### src/logic/tss_pkg.sv
// Constants of the tune status sequencer: map, fields, delays.
// Assumes a 100 MHz system clock and a 1 ms delay tick.
package tss_pkg;

    // ------------------------------------------------------------
    // Timing
    // ------------------------------------------------------------
    localparam int T_CLK_NS = 10;            // Clock period
    localparam int T_TICK_NS = 1000000;      // One delay tick, 1 ms
    localparam int TICK_CYC = T_TICK_NS / T_CLK_NS;
    localparam int T_ATTN_MS = 500;          // Attenuator release delay
    localparam int T_FAULT_MS = 1000;        // Mismatch fault delay
    localparam int T_READY_MS = 2000;        // Fine tune delay
    localparam int T_TOUT_MS = 30000;        // Tune cycle limit
    localparam int T_HOME_MS = 7000;         // Homing allowance
    localparam int T_ANT_MS = 10;            // Antenna-mod pulse
    localparam int T_BLINK_MS = 500;         // Half period of blink

    // ------------------------------------------------------------
    // Register map (byte addresses)
    // ------------------------------------------------------------
    localparam logic [3:0] REG_CTRL = 4'h0;
    localparam logic [3:0] REG_STATUS = 4'h4;
    localparam logic [3:0] REG_PRESCALE = 4'h8;

    // Control fields
    localparam int CTRL_TRACK = 0;           // Keep servos on at ready
    localparam int CTRL_GO = 1;              // Write 1: start a tune
    localparam logic [31:0] CTRL_RST = 32'h0000_0000;

    // Status fields
    localparam int ST_READY = 0;
    localparam int ST_FAULT = 1;
    localparam int ST_UNKNOWN = 2;
    localparam int ST_TUNE = 3;
    localparam int ST_HOMING = 4;
    localparam int ST_ATTN = 5;
    localparam int ST_KEY = 6;
    localparam int ST_SERVO = 7;
    localparam int ST_ANT = 8;
    localparam int ST_C_VSWR = 9;
    localparam int ST_C_TOUT = 10;
    localparam int ST_C_HOME = 11;
    localparam int ST_MATCH = 12;
    localparam int ST_RF = 13;

    // ------------------------------------------------------------
    // Synchronised pin vector
    // ------------------------------------------------------------
    localparam int IN_W = 8;
    localparam int IN_TUNE_N = 0;            // Tune initiate, low
    localparam int IN_MATCH = 1;             // Mismatch below 2:1
    localparam int IN_RF = 2;                // rf_power_sufficient
    localparam int IN_C_HOME = 3;            // Capacitor home limit
    localparam int IN_L_HOME = 4;            // Inductor home limit
    localparam int IN_L_MAX = 5;             // Inductor upper limit
    localparam int IN_C_POS = 6;             // Positive phase error
    localparam int IN_INHIB_N = 7;           // Force/retune inhibit
    localparam logic [IN_W-1:0] SYNC_RST = 8'h81;

endpackage

### src/logic/tss_top.sv
// Status and sequencing core of an automatic antenna tuner.
// Assumes pins from comparators and limit switches are
// asynchronous; software talks over Avalon-MM on CLK.
`timescale 1ns/10ps

module tss_top
#(
    parameter logic [31:0] TICK_CYCLES = 32'(tss_pkg::TICK_CYC),
    parameter logic [15:0] READY_TICKS = 16'(tss_pkg::T_READY_MS),
    parameter logic [15:0] FAULT_TICKS = 16'(tss_pkg::T_FAULT_MS),
    parameter logic [15:0] ATTN_TICKS = 16'(tss_pkg::T_ATTN_MS),
    parameter logic [15:0] TOUT_TICKS = 16'(tss_pkg::T_TOUT_MS),
    parameter logic [15:0] HOME_TICKS = 16'(tss_pkg::T_HOME_MS),
    parameter logic [15:0] ANT_TICKS = 16'(tss_pkg::T_ANT_MS),
    parameter logic [15:0] BLINK_TICKS = 16'(tss_pkg::T_BLINK_MS)
)
(
    // Clock and reset
    input wire logic CLK,
    input wire logic RST,
    // Avalon-MM slave
    input wire logic [3:0] AVS_ADDRESS,
    input wire logic AVS_READ,
    input wire logic AVS_WRITE,
    input wire logic [31:0] AVS_WRITEDATA,
    input wire logic [3:0] AVS_BYTEENABLE,
    output logic [31:0] AVS_READDATA,
    output logic AVS_WAITREQUEST,
    // Asynchronous pins
    input wire logic TUNE_INIT_N,
    input wire logic MATCH_OK,
    input wire logic RF_POWER_SUFFICIENT,
    input wire logic C_HOME,
    input wire logic L_HOME,
    input wire logic L_MAX,
    input wire logic C_PHASE_POS,
    input wire logic INHIBIT_N,
    // Indicators and drives
    output logic READY,
    output logic FAULT_LAMP,
    output logic TUNE_ACTIVE,
    output logic ATTN_ON,
    output logic KEY_EN_N,
    output logic SERVO_EN,
    output logic ANT_MOD
);
    import tss_pkg::*;

    // ------------------------------------------------------------
    // Helpers
    // ------------------------------------------------------------

    // Delay counter step: zero whenever the condition drops
    function automatic logic [15:0] dly_next(input logic run,
        input logic tk, input logic [15:0] cnt, input logic [15:0] lim);
        logic [15:0] r;
        r = cnt;
        if (!run) begin
            r = 16'h0000;
        end else if (tk && cnt != lim) begin
            r = cnt + 16'h0001;
        end
        return r;
    endfunction

    // One-cycle expiry event of a delay counter
    function automatic logic dly_hit(input logic run, input logic tk,
        input logic [15:0] cnt, input logic [15:0] lim);
        return run && tk && (cnt == lim - 16'h0001);
    endfunction

    // Byte-lane merge of a write
    function automatic logic [31:0] lane_merge(input logic [31:0] old,
        input logic [31:0] wd, input logic [3:0] be);
        logic [31:0] r;
        r = old;
        for (int i = 0; i < 4; i++) begin
            if (be[i]) begin
                r[i*8 +: 8] = wd[i*8 +: 8];
            end
        end
        return r;
    endfunction

    // ------------------------------------------------------------
    // Pin synchronisers
    // ------------------------------------------------------------
    logic [IN_W-1:0] meta_ff;   // First stage, read only below
    logic [IN_W-1:0] pin_ff;    // Safe copy
    logic [IN_W-1:0] prev_ff;   // Last cycle, for edges

    // Two flops, then one more for edge detect
    always_ff @(posedge CLK) begin
        if (RST) begin
            meta_ff <= SYNC_RST;
            pin_ff <= SYNC_RST;
            prev_ff <= SYNC_RST;
        end else begin
            meta_ff <= {INHIBIT_N, C_PHASE_POS, L_MAX, L_HOME, C_HOME,
                RF_POWER_SUFFICIENT, MATCH_OK, TUNE_INIT_N};
            pin_ff <= meta_ff;
            prev_ff <= pin_ff;
        end
    end

    logic match;     // Mismatch below 2:1
    logic rf;        // Enough forward power
    logic silent;    // Silent tune mode
    logic both_home; // Both elements on home limits
    assign match = pin_ff[IN_MATCH];
    assign rf = pin_ff[IN_RF];
    assign silent = !pin_ff[IN_INHIB_N];
    assign both_home = pin_ff[IN_C_HOME] && pin_ff[IN_L_HOME];

    // ------------------------------------------------------------
    // Register bus
    // ------------------------------------------------------------
    logic wait_ff;           // Waitrequest, one low cycle per access
    logic [31:0] rdata_ff;   // Read data
    logic [31:0] ctrl_ff;    // Control register
    logic [31:0] pre_ff;     // Prescaler reload
    logic [31:0] status;     // Live status word
    logic acc;               // Access completes this edge
    logic go_ff;             // Software tune start pulse

    assign acc = (AVS_READ || AVS_WRITE) && !wait_ff;

    // Every access waits exactly one cycle
    always_ff @(posedge CLK) begin
        if (RST) begin
            wait_ff <= 1'b1;
        end else begin
            wait_ff <= !((AVS_READ || AVS_WRITE) && wait_ff);
        end
    end

    // Read mux; unmapped offsets read zero
    always_ff @(posedge CLK) begin
        if (RST) begin
            rdata_ff <= 32'h0000_0000;
        end else if (AVS_READ && wait_ff) begin
            unique case (AVS_ADDRESS)
                REG_CTRL: rdata_ff <= {30'h0000_0000, 1'b0, ctrl_ff[CTRL_TRACK]};
                REG_STATUS: rdata_ff <= status;
                REG_PRESCALE: rdata_ff <= pre_ff;
                default: rdata_ff <= 32'h0000_0000;
            endcase
        end
    end

    // Writes land at the accepting edge; unmapped writes dropped
    always_ff @(posedge CLK) begin
        if (RST) begin
            ctrl_ff <= CTRL_RST;
            pre_ff <= TICK_CYCLES;
            go_ff <= 1'b0;
        end else begin
            go_ff <= 1'b0;
            if (acc && AVS_WRITE) begin
                if (AVS_ADDRESS == REG_CTRL) begin
                    ctrl_ff <= lane_merge(ctrl_ff, AVS_WRITEDATA, AVS_BYTEENABLE);
                    go_ff <= AVS_BYTEENABLE[0] && AVS_WRITEDATA[CTRL_GO];
                end
                if (AVS_ADDRESS == REG_PRESCALE) begin
                    pre_ff <= lane_merge(pre_ff, AVS_WRITEDATA, AVS_BYTEENABLE);
                end
            end
        end
    end

    assign AVS_WAITREQUEST = wait_ff;
    assign AVS_READDATA = rdata_ff;

    // ------------------------------------------------------------
    // Tick prescaler
    // ------------------------------------------------------------
    logic [31:0] pcnt_ff;   // Cycle count within a tick
    logic tick_ff;          // One-cycle tick pulse

    // Zero reload behaves as one, so the tick never stops
    always_ff @(posedge CLK) begin
        if (RST) begin
            pcnt_ff <= 32'h0000_0000;
            tick_ff <= 1'b0;
        end else if (pcnt_ff + 32'h0000_0001 >= pre_ff) begin
            pcnt_ff <= 32'h0000_0000;
            tick_ff <= 1'b1;
        end else begin
            pcnt_ff <= pcnt_ff + 32'h0000_0001;
            tick_ff <= 1'b0;
        end
    end

    // ------------------------------------------------------------
    // Sequencer state
    // ------------------------------------------------------------
    logic tune_ff;     // Tune cycle in progress
    logic homing_ff;   // Elements running home
    logic ready_ff;    // Ready latch
    logic fault_ff;    // Fault latch
    logic unk_ff;      // Status unknown since power up
    logic attn_ff;     // Attenuator latch
    logic key_ff;      // Key-enable latch
    logic caway_ff;    // Cap left home on positive phase
    logic ant_ff;      // Antenna-mod pulse active
    logic blink_ff;    // Blink phase
    logic [2:0] cause_ff;   // Vswr, time-out, homing
    logic [15:0] rdy_cnt_ff, flt_cnt_ff, att_cnt_ff;
    logic [15:0] tout_cnt_ff, home_cnt_ff, ant_cnt_ff, blk_cnt_ff;

    // Events
    logic start, rdy_run, flt_run, ready_hit, vfault_ev;
    logic tout_ev, hfail_ev, fault_ev, attn_rel, ready_set;
    logic c_rise, c_fall, lmax_ev, ant_trig;

    // Falling edge of the initiate line; width is the far side's
    assign start = (prev_ff[IN_TUNE_N] && !pin_ff[IN_TUNE_N]) || go_ff;
    assign rdy_run = match && rf;
    assign flt_run = !match && rf;
    assign ready_hit = dly_hit(rdy_run, tick_ff, rdy_cnt_ff, READY_TICKS);
    assign vfault_ev = dly_hit(flt_run, tick_ff, flt_cnt_ff, FAULT_TICKS)
        && !tune_ff;
    assign attn_rel = attn_ff && !homing_ff
        && dly_hit(match, tick_ff, att_cnt_ff, ATTN_TICKS);
    // Normal ready is skipped while a silent tune holds the attenuator
    assign ready_set = (ready_hit && !homing_ff && !(silent && attn_ff))
        || (silent && attn_rel);
    assign tout_ev = dly_hit(tune_ff, tick_ff, tout_cnt_ff, TOUT_TICKS)
        && !ready_set;
    assign hfail_ev = dly_hit(homing_ff, tick_ff, home_cnt_ff, HOME_TICKS);
    assign fault_ev = vfault_ev || tout_ev || hfail_ev;

    // Delay counters, all restart from zero when their cause drops
    always_ff @(posedge CLK) begin
        if (RST) begin
            rdy_cnt_ff <= 16'h0000;
            flt_cnt_ff <= 16'h0000;
            att_cnt_ff <= 16'h0000;
            tout_cnt_ff <= 16'h0000;
            home_cnt_ff <= 16'h0000;
        end else begin
            rdy_cnt_ff <= dly_next(rdy_run, tick_ff, rdy_cnt_ff, READY_TICKS);
            flt_cnt_ff <= dly_next(flt_run, tick_ff, flt_cnt_ff, FAULT_TICKS);
            att_cnt_ff <= dly_next(match, tick_ff, att_cnt_ff, ATTN_TICKS);
            tout_cnt_ff <= dly_next(tune_ff && !start, tick_ff, tout_cnt_ff, TOUT_TICKS);
            home_cnt_ff <= dly_next(homing_ff && !start, tick_ff, home_cnt_ff, HOME_TICKS);
        end
    end

    // Tune cycle: start sets, ready or fault ends
    always_ff @(posedge CLK) begin
        if (RST) begin
            tune_ff <= 1'b0;
        end else if (start) begin
            tune_ff <= 1'b1;
        end else if (ready_set || fault_ev) begin
            tune_ff <= 1'b0;
        end
    end

    // Homing: until both limits made or allowance spent
    always_ff @(posedge CLK) begin
        if (RST) begin
            homing_ff <= 1'b0;
        end else if (start) begin
            homing_ff <= 1'b1;
        end else if (both_home || fault_ev) begin
            homing_ff <= 1'b0;
        end
    end

    // Ready latch; a mismatch fault withdraws it
    always_ff @(posedge CLK) begin
        if (RST) begin
            ready_ff <= 1'b0;
        end else if (ready_set) begin
            ready_ff <= 1'b1;
        end else if (fault_ev || start) begin
            ready_ff <= 1'b0;
        end
    end

    // Fault latch and its cause; the event wins over the clear
    always_ff @(posedge CLK) begin
        if (RST) begin
            fault_ff <= 1'b0;
            cause_ff <= 3'h0;
        end else if (fault_ev) begin
            fault_ff <= 1'b1;
            cause_ff <= {hfail_ev, tout_ev, vfault_ev};
        end else if (start || ready_set) begin
            fault_ff <= 1'b0;
            cause_ff <= 3'h0;
        end
    end

    // Unknown status after power up until anything is known
    always_ff @(posedge CLK) begin
        if (RST) begin
            unk_ff <= 1'b1;
        end else if (start || ready_set || fault_ev) begin
            unk_ff <= 1'b0;
        end
    end

    // Attenuator latch; set wins over release
    always_ff @(posedge CLK) begin
        if (RST) begin
            attn_ff <= 1'b0;
        end else if (start) begin
            attn_ff <= 1'b1;
        end else if (attn_rel) begin
            attn_ff <= 1'b0;
        end
    end

    // Key latch; clearing has priority so ready always unkeys
    always_ff @(posedge CLK) begin
        if (RST) begin
            key_ff <= 1'b0;
        end else if (ready_set || fault_ev) begin
            key_ff <= 1'b0;
        end else if (both_home && tune_ff) begin
            key_ff <= 1'b1;
        end
    end

    // ------------------------------------------------------------
    // Antenna modification one-shot
    // ------------------------------------------------------------
    assign c_rise = pin_ff[IN_C_HOME] && !prev_ff[IN_C_HOME];
    assign c_fall = !pin_ff[IN_C_HOME] && prev_ff[IN_C_HOME];
    assign lmax_ev = pin_ff[IN_C_HOME] && pin_ff[IN_L_MAX]
        && !(prev_ff[IN_C_HOME] && prev_ff[IN_L_MAX]);
    assign ant_trig = !homing_ff && !ant_ff
        && (lmax_ev || (tune_ff && caway_ff && c_rise));

    // Remember a positive-phase departure from home
    always_ff @(posedge CLK) begin
        if (RST) begin
            caway_ff <= 1'b0;
        end else if (!tune_ff || (c_rise && !homing_ff)) begin
            caway_ff <= 1'b0;
        end else if (c_fall && pin_ff[IN_C_POS]) begin
            caway_ff <= 1'b1;
        end
    end

    // Pulse lasts ANT_TICKS ticks; tick phase costs up to one ms
    always_ff @(posedge CLK) begin
        if (RST) begin
            ant_ff <= 1'b0;
            ant_cnt_ff <= 16'h0000;
        end else begin
            ant_cnt_ff <= dly_next(ant_ff, tick_ff, ant_cnt_ff, ANT_TICKS);
            if (ant_trig) begin
                ant_ff <= 1'b1;
            end else if (dly_hit(ant_ff, tick_ff, ant_cnt_ff, ANT_TICKS)) begin
                ant_ff <= 1'b0;
            end
        end
    end

    // ------------------------------------------------------------
    // Blink divider
    // ------------------------------------------------------------
    // Free running, so the lamp starts in any phase
    always_ff @(posedge CLK) begin
        if (RST) begin
            blk_cnt_ff <= 16'h0000;
            blink_ff <= 1'b0;
        end else if (dly_hit(1'b1, tick_ff, blk_cnt_ff, BLINK_TICKS)) begin
            blk_cnt_ff <= 16'h0000;
            blink_ff <= !blink_ff;
        end else begin
            blk_cnt_ff <= dly_next(1'b1, tick_ff, blk_cnt_ff, BLINK_TICKS);
        end
    end

    // ------------------------------------------------------------
    // Outputs
    // ------------------------------------------------------------
    logic servo_nxt;

    // Homing runs regardless of RF; otherwise RF, no fault, status known, not done unless tracking
    always_comb begin
        if (homing_ff) begin
            servo_nxt = !fault_ev;
        end else begin
            servo_nxt = !fault_ff && !unk_ff && rf
                && (!ready_ff || ctrl_ff[CTRL_TRACK]);
        end
    end

    // All pins leave from flops
    always_ff @(posedge CLK) begin
        if (RST) begin
            READY <= 1'b0;
            FAULT_LAMP <= 1'b1;
            TUNE_ACTIVE <= 1'b0;
            ATTN_ON <= 1'b0;
            KEY_EN_N <= 1'b1;
            SERVO_EN <= 1'b0;
            ANT_MOD <= 1'b0;
        end else begin
            READY <= ready_ff;
            FAULT_LAMP <= unk_ff || (fault_ff && blink_ff);
            TUNE_ACTIVE <= tune_ff;
            ATTN_ON <= attn_ff;
            KEY_EN_N <= !(tune_ff && key_ff);
            SERVO_EN <= servo_nxt;
            ANT_MOD <= ant_ff;
        end
    end

    // Live status word
    always_comb begin
        status = 32'h0000_0000;
        status[ST_READY] = ready_ff;
        status[ST_FAULT] = fault_ff;
        status[ST_UNKNOWN] = unk_ff;
        status[ST_TUNE] = tune_ff;
        status[ST_HOMING] = homing_ff;
        status[ST_ATTN] = attn_ff;
        status[ST_KEY] = key_ff;
        status[ST_SERVO] = SERVO_EN;
        status[ST_ANT] = ant_ff;
        status[ST_C_VSWR] = cause_ff[0];
        status[ST_C_TOUT] = cause_ff[1];
        status[ST_C_HOME] = cause_ff[2];
        status[ST_MATCH] = match;
        status[ST_RF] = rf;
    end

endmodule // tss_top

### config.mk
export PLATFORM = sky130hd
export DESIGN_NAME = tss_top
export DESIGN_NICKNAME = d
export VERILOG_FILES = /design/src/logic/tss_pkg.sv /design/src/logic/tss_top.sv
export SDC_FILE = /design/constraint.sdc
export NUM_CORES = 1
export LEC_CHECK = 0
export BUFFER_PORTS_ARGS = -buffer_cell sky130_fd_sc_hd__buf_4
export CORE_MARGIN = 5
export CORE_UTILIZATION = 50
export DETAILED_ROUTE_END_ITERATION = 10
export PLACE_DENSITY_LB_ADDON = 0.08
export SETUP_SLACK_MARGIN = 0.1
export SLEW_MARGIN = 20
export SYNTH_ARGS = -nofsm -noshare
export SYNTH_HDL_FRONTEND = slang
export SYNTH_SLANG_ARGS = --single-unit
### constraint.sdc
create_clock -name CLK -period 8.1 [get_ports CLK]
set_input_delay 1.62 -clock CLK [delete_from_list [all_inputs] [get_ports CLK]]
set_output_delay 1.62 -clock CLK [all_outputs]
set_load 0.05 [all_outputs]
# Word-level counts from Yosys, hierarchy flattened
# Cells that the tools add are included.
[word_totals]
register_bits = 254
inputBits = 52
wordCells = 201
[op_classes]
eq_ne = 16
n_bitwise = 8
mux = 17
n_reduce_logical = 113
n_lt_le_gt_ge = 1
n_addsub = 8
[ops]
columns = ["cell", "n"]
rows = [
  ["adder 16 x 1 -> 16 bit, second input constant", 7],
  ["one-hot mux 32 bit (3 select lines)", 1],
  ["logical AND 1 bit", 56],
  ["adder 32 x 1 -> 32 bit, second input constant", 1],
  ["equality test 16 x 9 -> 1 bit, second input constant", 2],
  ["greater-or-equal comparator 32 bit", 1],
  ["!= test 16 x 9 -> 1 bit, second input constant", 2],
  ["logical NOT 1 bit", 20],
  ["OR reduction 2 bit", 10],
  ["equality test 16 x 10 -> 1 bit, second input constant", 1],
  ["equality test 16 x 11 -> 1 bit, second input constant", 1],
  ["equality test 16 x 13 -> 1 bit, second input constant", 1],
  ["equality test 16 x 15 -> 1 bit, second input constant", 1],
  ["equality test 16 x 4 -> 1 bit, second input constant", 1],
  ["!= test 16 x 10 -> 1 bit, second input constant", 1],
  ["!= test 16 x 11 -> 1 bit, second input constant", 1],
  ["!= test 16 x 13 -> 1 bit, second input constant", 1],
  ["!= test 16 x 15 -> 1 bit, second input constant", 1],
  ["!= test 16 x 4 -> 1 bit, second input constant", 1],
  ["AND reduction 3 bit", 5],
  ["logical OR 1 bit", 14],
  ["2-to-1 mux 1 bit", 14],
  ["nonzero test 2 bit", 6],
  ["inverter 1 bit", 8],
  ["other kinds (5)", 6],
]

# Depth between registers and ports, before layout
[logic_depth]
word_depth = 13
mapped_depth = 13
ltp_nobuf = 11

# Worst setup path before layout
# No wires, ideal clock.
[synth_timing]
path_type = "flip-flop to flip-flop"
from = "register pcnt_ff[0]"
to = "register pcnt_ff[0]"
required_ps = 7980
arrival_time_ps = 2875
path_stages_with_launch = 14
slack_ps = 5105
cell_sequence = "dfxtp_1 ha_1 nand4_1 nor3_1 buf_2 nand3_1 xnor2_1 ha_1 and4_1 nand4_1 o32a_1 a311oi_4 buf_6 nor3_1"
[synth_via]
elab_chain_len = 3
[synth_lines]
columns = ["item", "line_no", "source"]
rows = [
  ["start: declaration", "tss_top.sv:177", "logic [31:0] pcnt_ff;"],
  ["start signal: assignment", "tss_top.sv:189", "pcnt_ff <= pcnt_ff + 32'h0000_0001;"],
  ["adder 32 x 1 -> 32 bit (*)", "tss_top.sv:185, tss_top.sv:189", ""],
  ["greater-or-equal comparator 32 bit", "tss_top.sv:185", "end else if (pcnt_ff + 32'h0000_0001 >= pre_ff) begin"],
  ["OR reduction 2 bit (no source line)", "--", ""],
]
# Mark *: on every way between the ends. The rest lies on a longest branch, timed or not.
# A chain may end at the register's enable or synchronous reset.

# Worst setup path after layout
[layout_timing]
from = "register pcnt_ff[10]"
to = "register pcnt_ff[11]"
# The elaborated chain is that of the path after synthesis.

==> flow_summary.ini <==
[grt]
track_usage_pct = 20.20
grt_overflow = 0
grt_pass1_vias = 9060
antenna_found_initial = 0
grt_first_pass_wirelength_um = 45060
grt_max_degree = 91

[layout]
ff_latch_area_mm2 = 0.005025
final_cell_area_mm2 = 0.01343
stdcell_count = 1706
drive_gt1_share_pct = 12.60
multi_input_area_mm2 = 0.005987
syn_to_final_growth_pct = 16.65
fillerInstances = 2061
antenna_cells = 0
num-nets-final = 1499

[clock_network]
cts.clk_slew.worst_paths_ns = 0.06
cts_hold_buf = 0
clkSinkCount = 251
cts_tree = yes
root_buffer = clkbuf_16
htree_num_levels = 1
max-clock-path-buffers = 3
cts_resized = 0
clk_latency_ns = 0.53
cts_setup_buffers = 0
numCtsBuffers = 28

[setup_path]
required_ns = 8.47
arrival_ns = 4.45
max_stage_delay_ns = 0.96
cp-end-kind = flip-flop
critPathBufInv = 0
crit_top_cell = nand4_1
critPathLaunchType = flip-flop
cp_top_family = simple AND/OR/NAND/NOR gates
crit_fanout = 32
path_cells = nand4_1, nor4_2, nand4_1, xnor2_1, ha_1, and4_1, nand4_1, o211ai_4, nor3b_1
crit_type = flip-flop to flip-flop
cp_slowest_cell = nor4_2

[floorplanning]
dieArea_mm2 = 0.02617
die_w_um = 161.8
start_util_pct = 50.86
row_count = 55
design.core.area_mm2 = 0.02264
die_h_um = 161.8
ioPinCount = 92

[placement]
hpwl_um = 18610
gp_congestion = 0.8184
placedInstanceArea_mm2 = 0.01236
place_inst = 1653
port_buffers = 91

[detailed_routing]
drt_iter0_markers = 584
drt_pass1_iterations = 5
drc = 0
vias_per_cell = 5.478
antenna_left = 0
routed_wl_um = 26460
drt-wirelength-per-cell_um = 15.51
vias = 9346

[timing]
worst_pin_slew_ns = 1.085
post-route-period-util_pct = 50.27
fmax_mhz = 245.6
slew_violations = 0
slew_headroom_pct = 27.03
finalSetupViolCount = 0
hold_viol_final = 0
period_needed_ns = 4.072
worst_clock_skew_ns = 0.01185
rsz0062_at_grt = no
fin_setup_tns_ns = 0

[synthesis]
postSynthAreaPerCell_um2 = 8.738
synth_area_leaders = dfxtp_1, ha_1, nor2_1
synth_ff_type = dfxtp_1
synth_common_cells = dfxtp_1, nor2_1, nand2_1
yosys.area.top_type = dfxtp_1
synth.most_common_cell = dfxtp_1
synthArstFlopShare_pct = 0
ys_seq_area_share_pct = 43.63
syn_inst = 1318
yosysWarnings = 0
synth_nets = 1418
synth-edff-count = 0
syn-cell-area_mm2 = 0.01152
synth_top_cell_area_share_pct = 43.63
yosysUniqueCellTypes = 69
ys_ff_latch = 251

[power_and_ir_drop]
power_mw = 2.761
p_per_area_mw_per_mm2 = 205.6
internal_power_mw = 2.185
swShare_pct = 20.88
power.leakage_nw = 4.864
peakVddDrop_v = 0.0001438
clockPowerShare_pct = 51.7
combPwrFrac_pct = 3.0
power_frac_seq_pct = 45.3
power.switching_uw = 576.6

[min_path]
hold_class = flip-flop to flip-flop

[status]
status = completed

[job]
maxCapViolCount = 0
logic make-up after synthesis:
group / Yosys count / share of synthesized area, %
AOI/OAI and AO/OA: 178 / 9.789
xor gates and xnor gates: 114 / 8.670
adders and majority gates: 48 / 5.215
buffers and inverters: 116 / 4.378
DFF: 251 / 43.63
muxes: 14 / 1.228
and+or+nand+nor: 597 / 27.09
final timing paths:
path                                  start     endpoint  slack (ns)  depth (start not counted)
worst max register to register  pcnt_ff[10]  pcnt_ff[11]        4.03                          9
worst min register to register   meta_ff[0]    pin_ff[0]        0.42                          1
worst max-delay path            pcnt_ff[10]  pcnt_ff[11]        4.03                          9
worst min-delay path             meta_ff[0]    pin_ff[0]        0.42                          1
through the flow:
step           utilization (%)  worst slack [ns]  hold WS [ns]
5_1_grt                  59.33             3.629        0.4350
3_5_place_dp             54.61             3.763        0.3971
2_1_floorplan                -             5.105        0.3710
4_1_cts                  59.27             4.045        0.4206
6_report                 59.33             4.028        0.4179
3_3_place_gp             54.61             3.795        0.3973
sequential cells by signal (all words and copies together) (netlist names), 16 cells and up:
name,count
AVS_READDATA,32
pcnt_ff,32
pre_ff,32
ant_cnt_ff,16
att_cnt_ff,16
blk_cnt_ff,16
flt_cnt_ff,16
home_cnt_ff,16
rdy_cnt_ff,16
tout_cnt_ff,16
layer usage:
| layer | global-route usage [%] | wire [um] | up-vias |
|---|---|---|---|
| met5 | 0 | 0 | - |
| met4 | 3.845 | 431 | 0 |
| met3 | 3.172 | 888 | 28 |
| met2 | 34.11 | 12510 | 143 |
| met1 | 27.72 | 12630 | 4432 |
| li1 | - | - | 4743 |
cell usage in the layout, fill, tap and decap left out, types with 27 or more instances in the layout:
master,instances
o21ai_0,43
nand4_1,47
clkbuf_16,29
buf_4,99
nor2_1,144
xnor2_1,56
inv_1,67
and3_1,27
xor2_1,58
nor3b_1,30
nand2_1,128
ha_1,48
dfxtp_1,251
a21oi_1,71
nand3_1,96
power groups by stage:
| stage | clock [mW] | sequential (mW) | combinational, mW |
|---|---|---|---|
| 3_5_place_dp | 0 | 1.28 | 0.0824 |
| 2_1_floorplan | 0 | 1.28 | 0.0406 |
| 4_1_cts | 1.46 | 1.25 | 0.0831 |
| 3_3_place_gp | 0 | 1.28 | 0.0817 |
| 5_1_grt | 1.52 | 1.25 | 0.0903 |
| 6_report | 1.43 | 1.25 | 0.0824 |
area by class of cell:
class	instances	share of cell area [%]
multi-input cells	951	44.57
flip-flops and latches	251	37.41
clock buffers	35	5.868
repair buffers	100	5.635
well taps	285	2.655
clock inverters	17	1.993
inverters	67	1.872
Power figures use the tool's default switching activity.
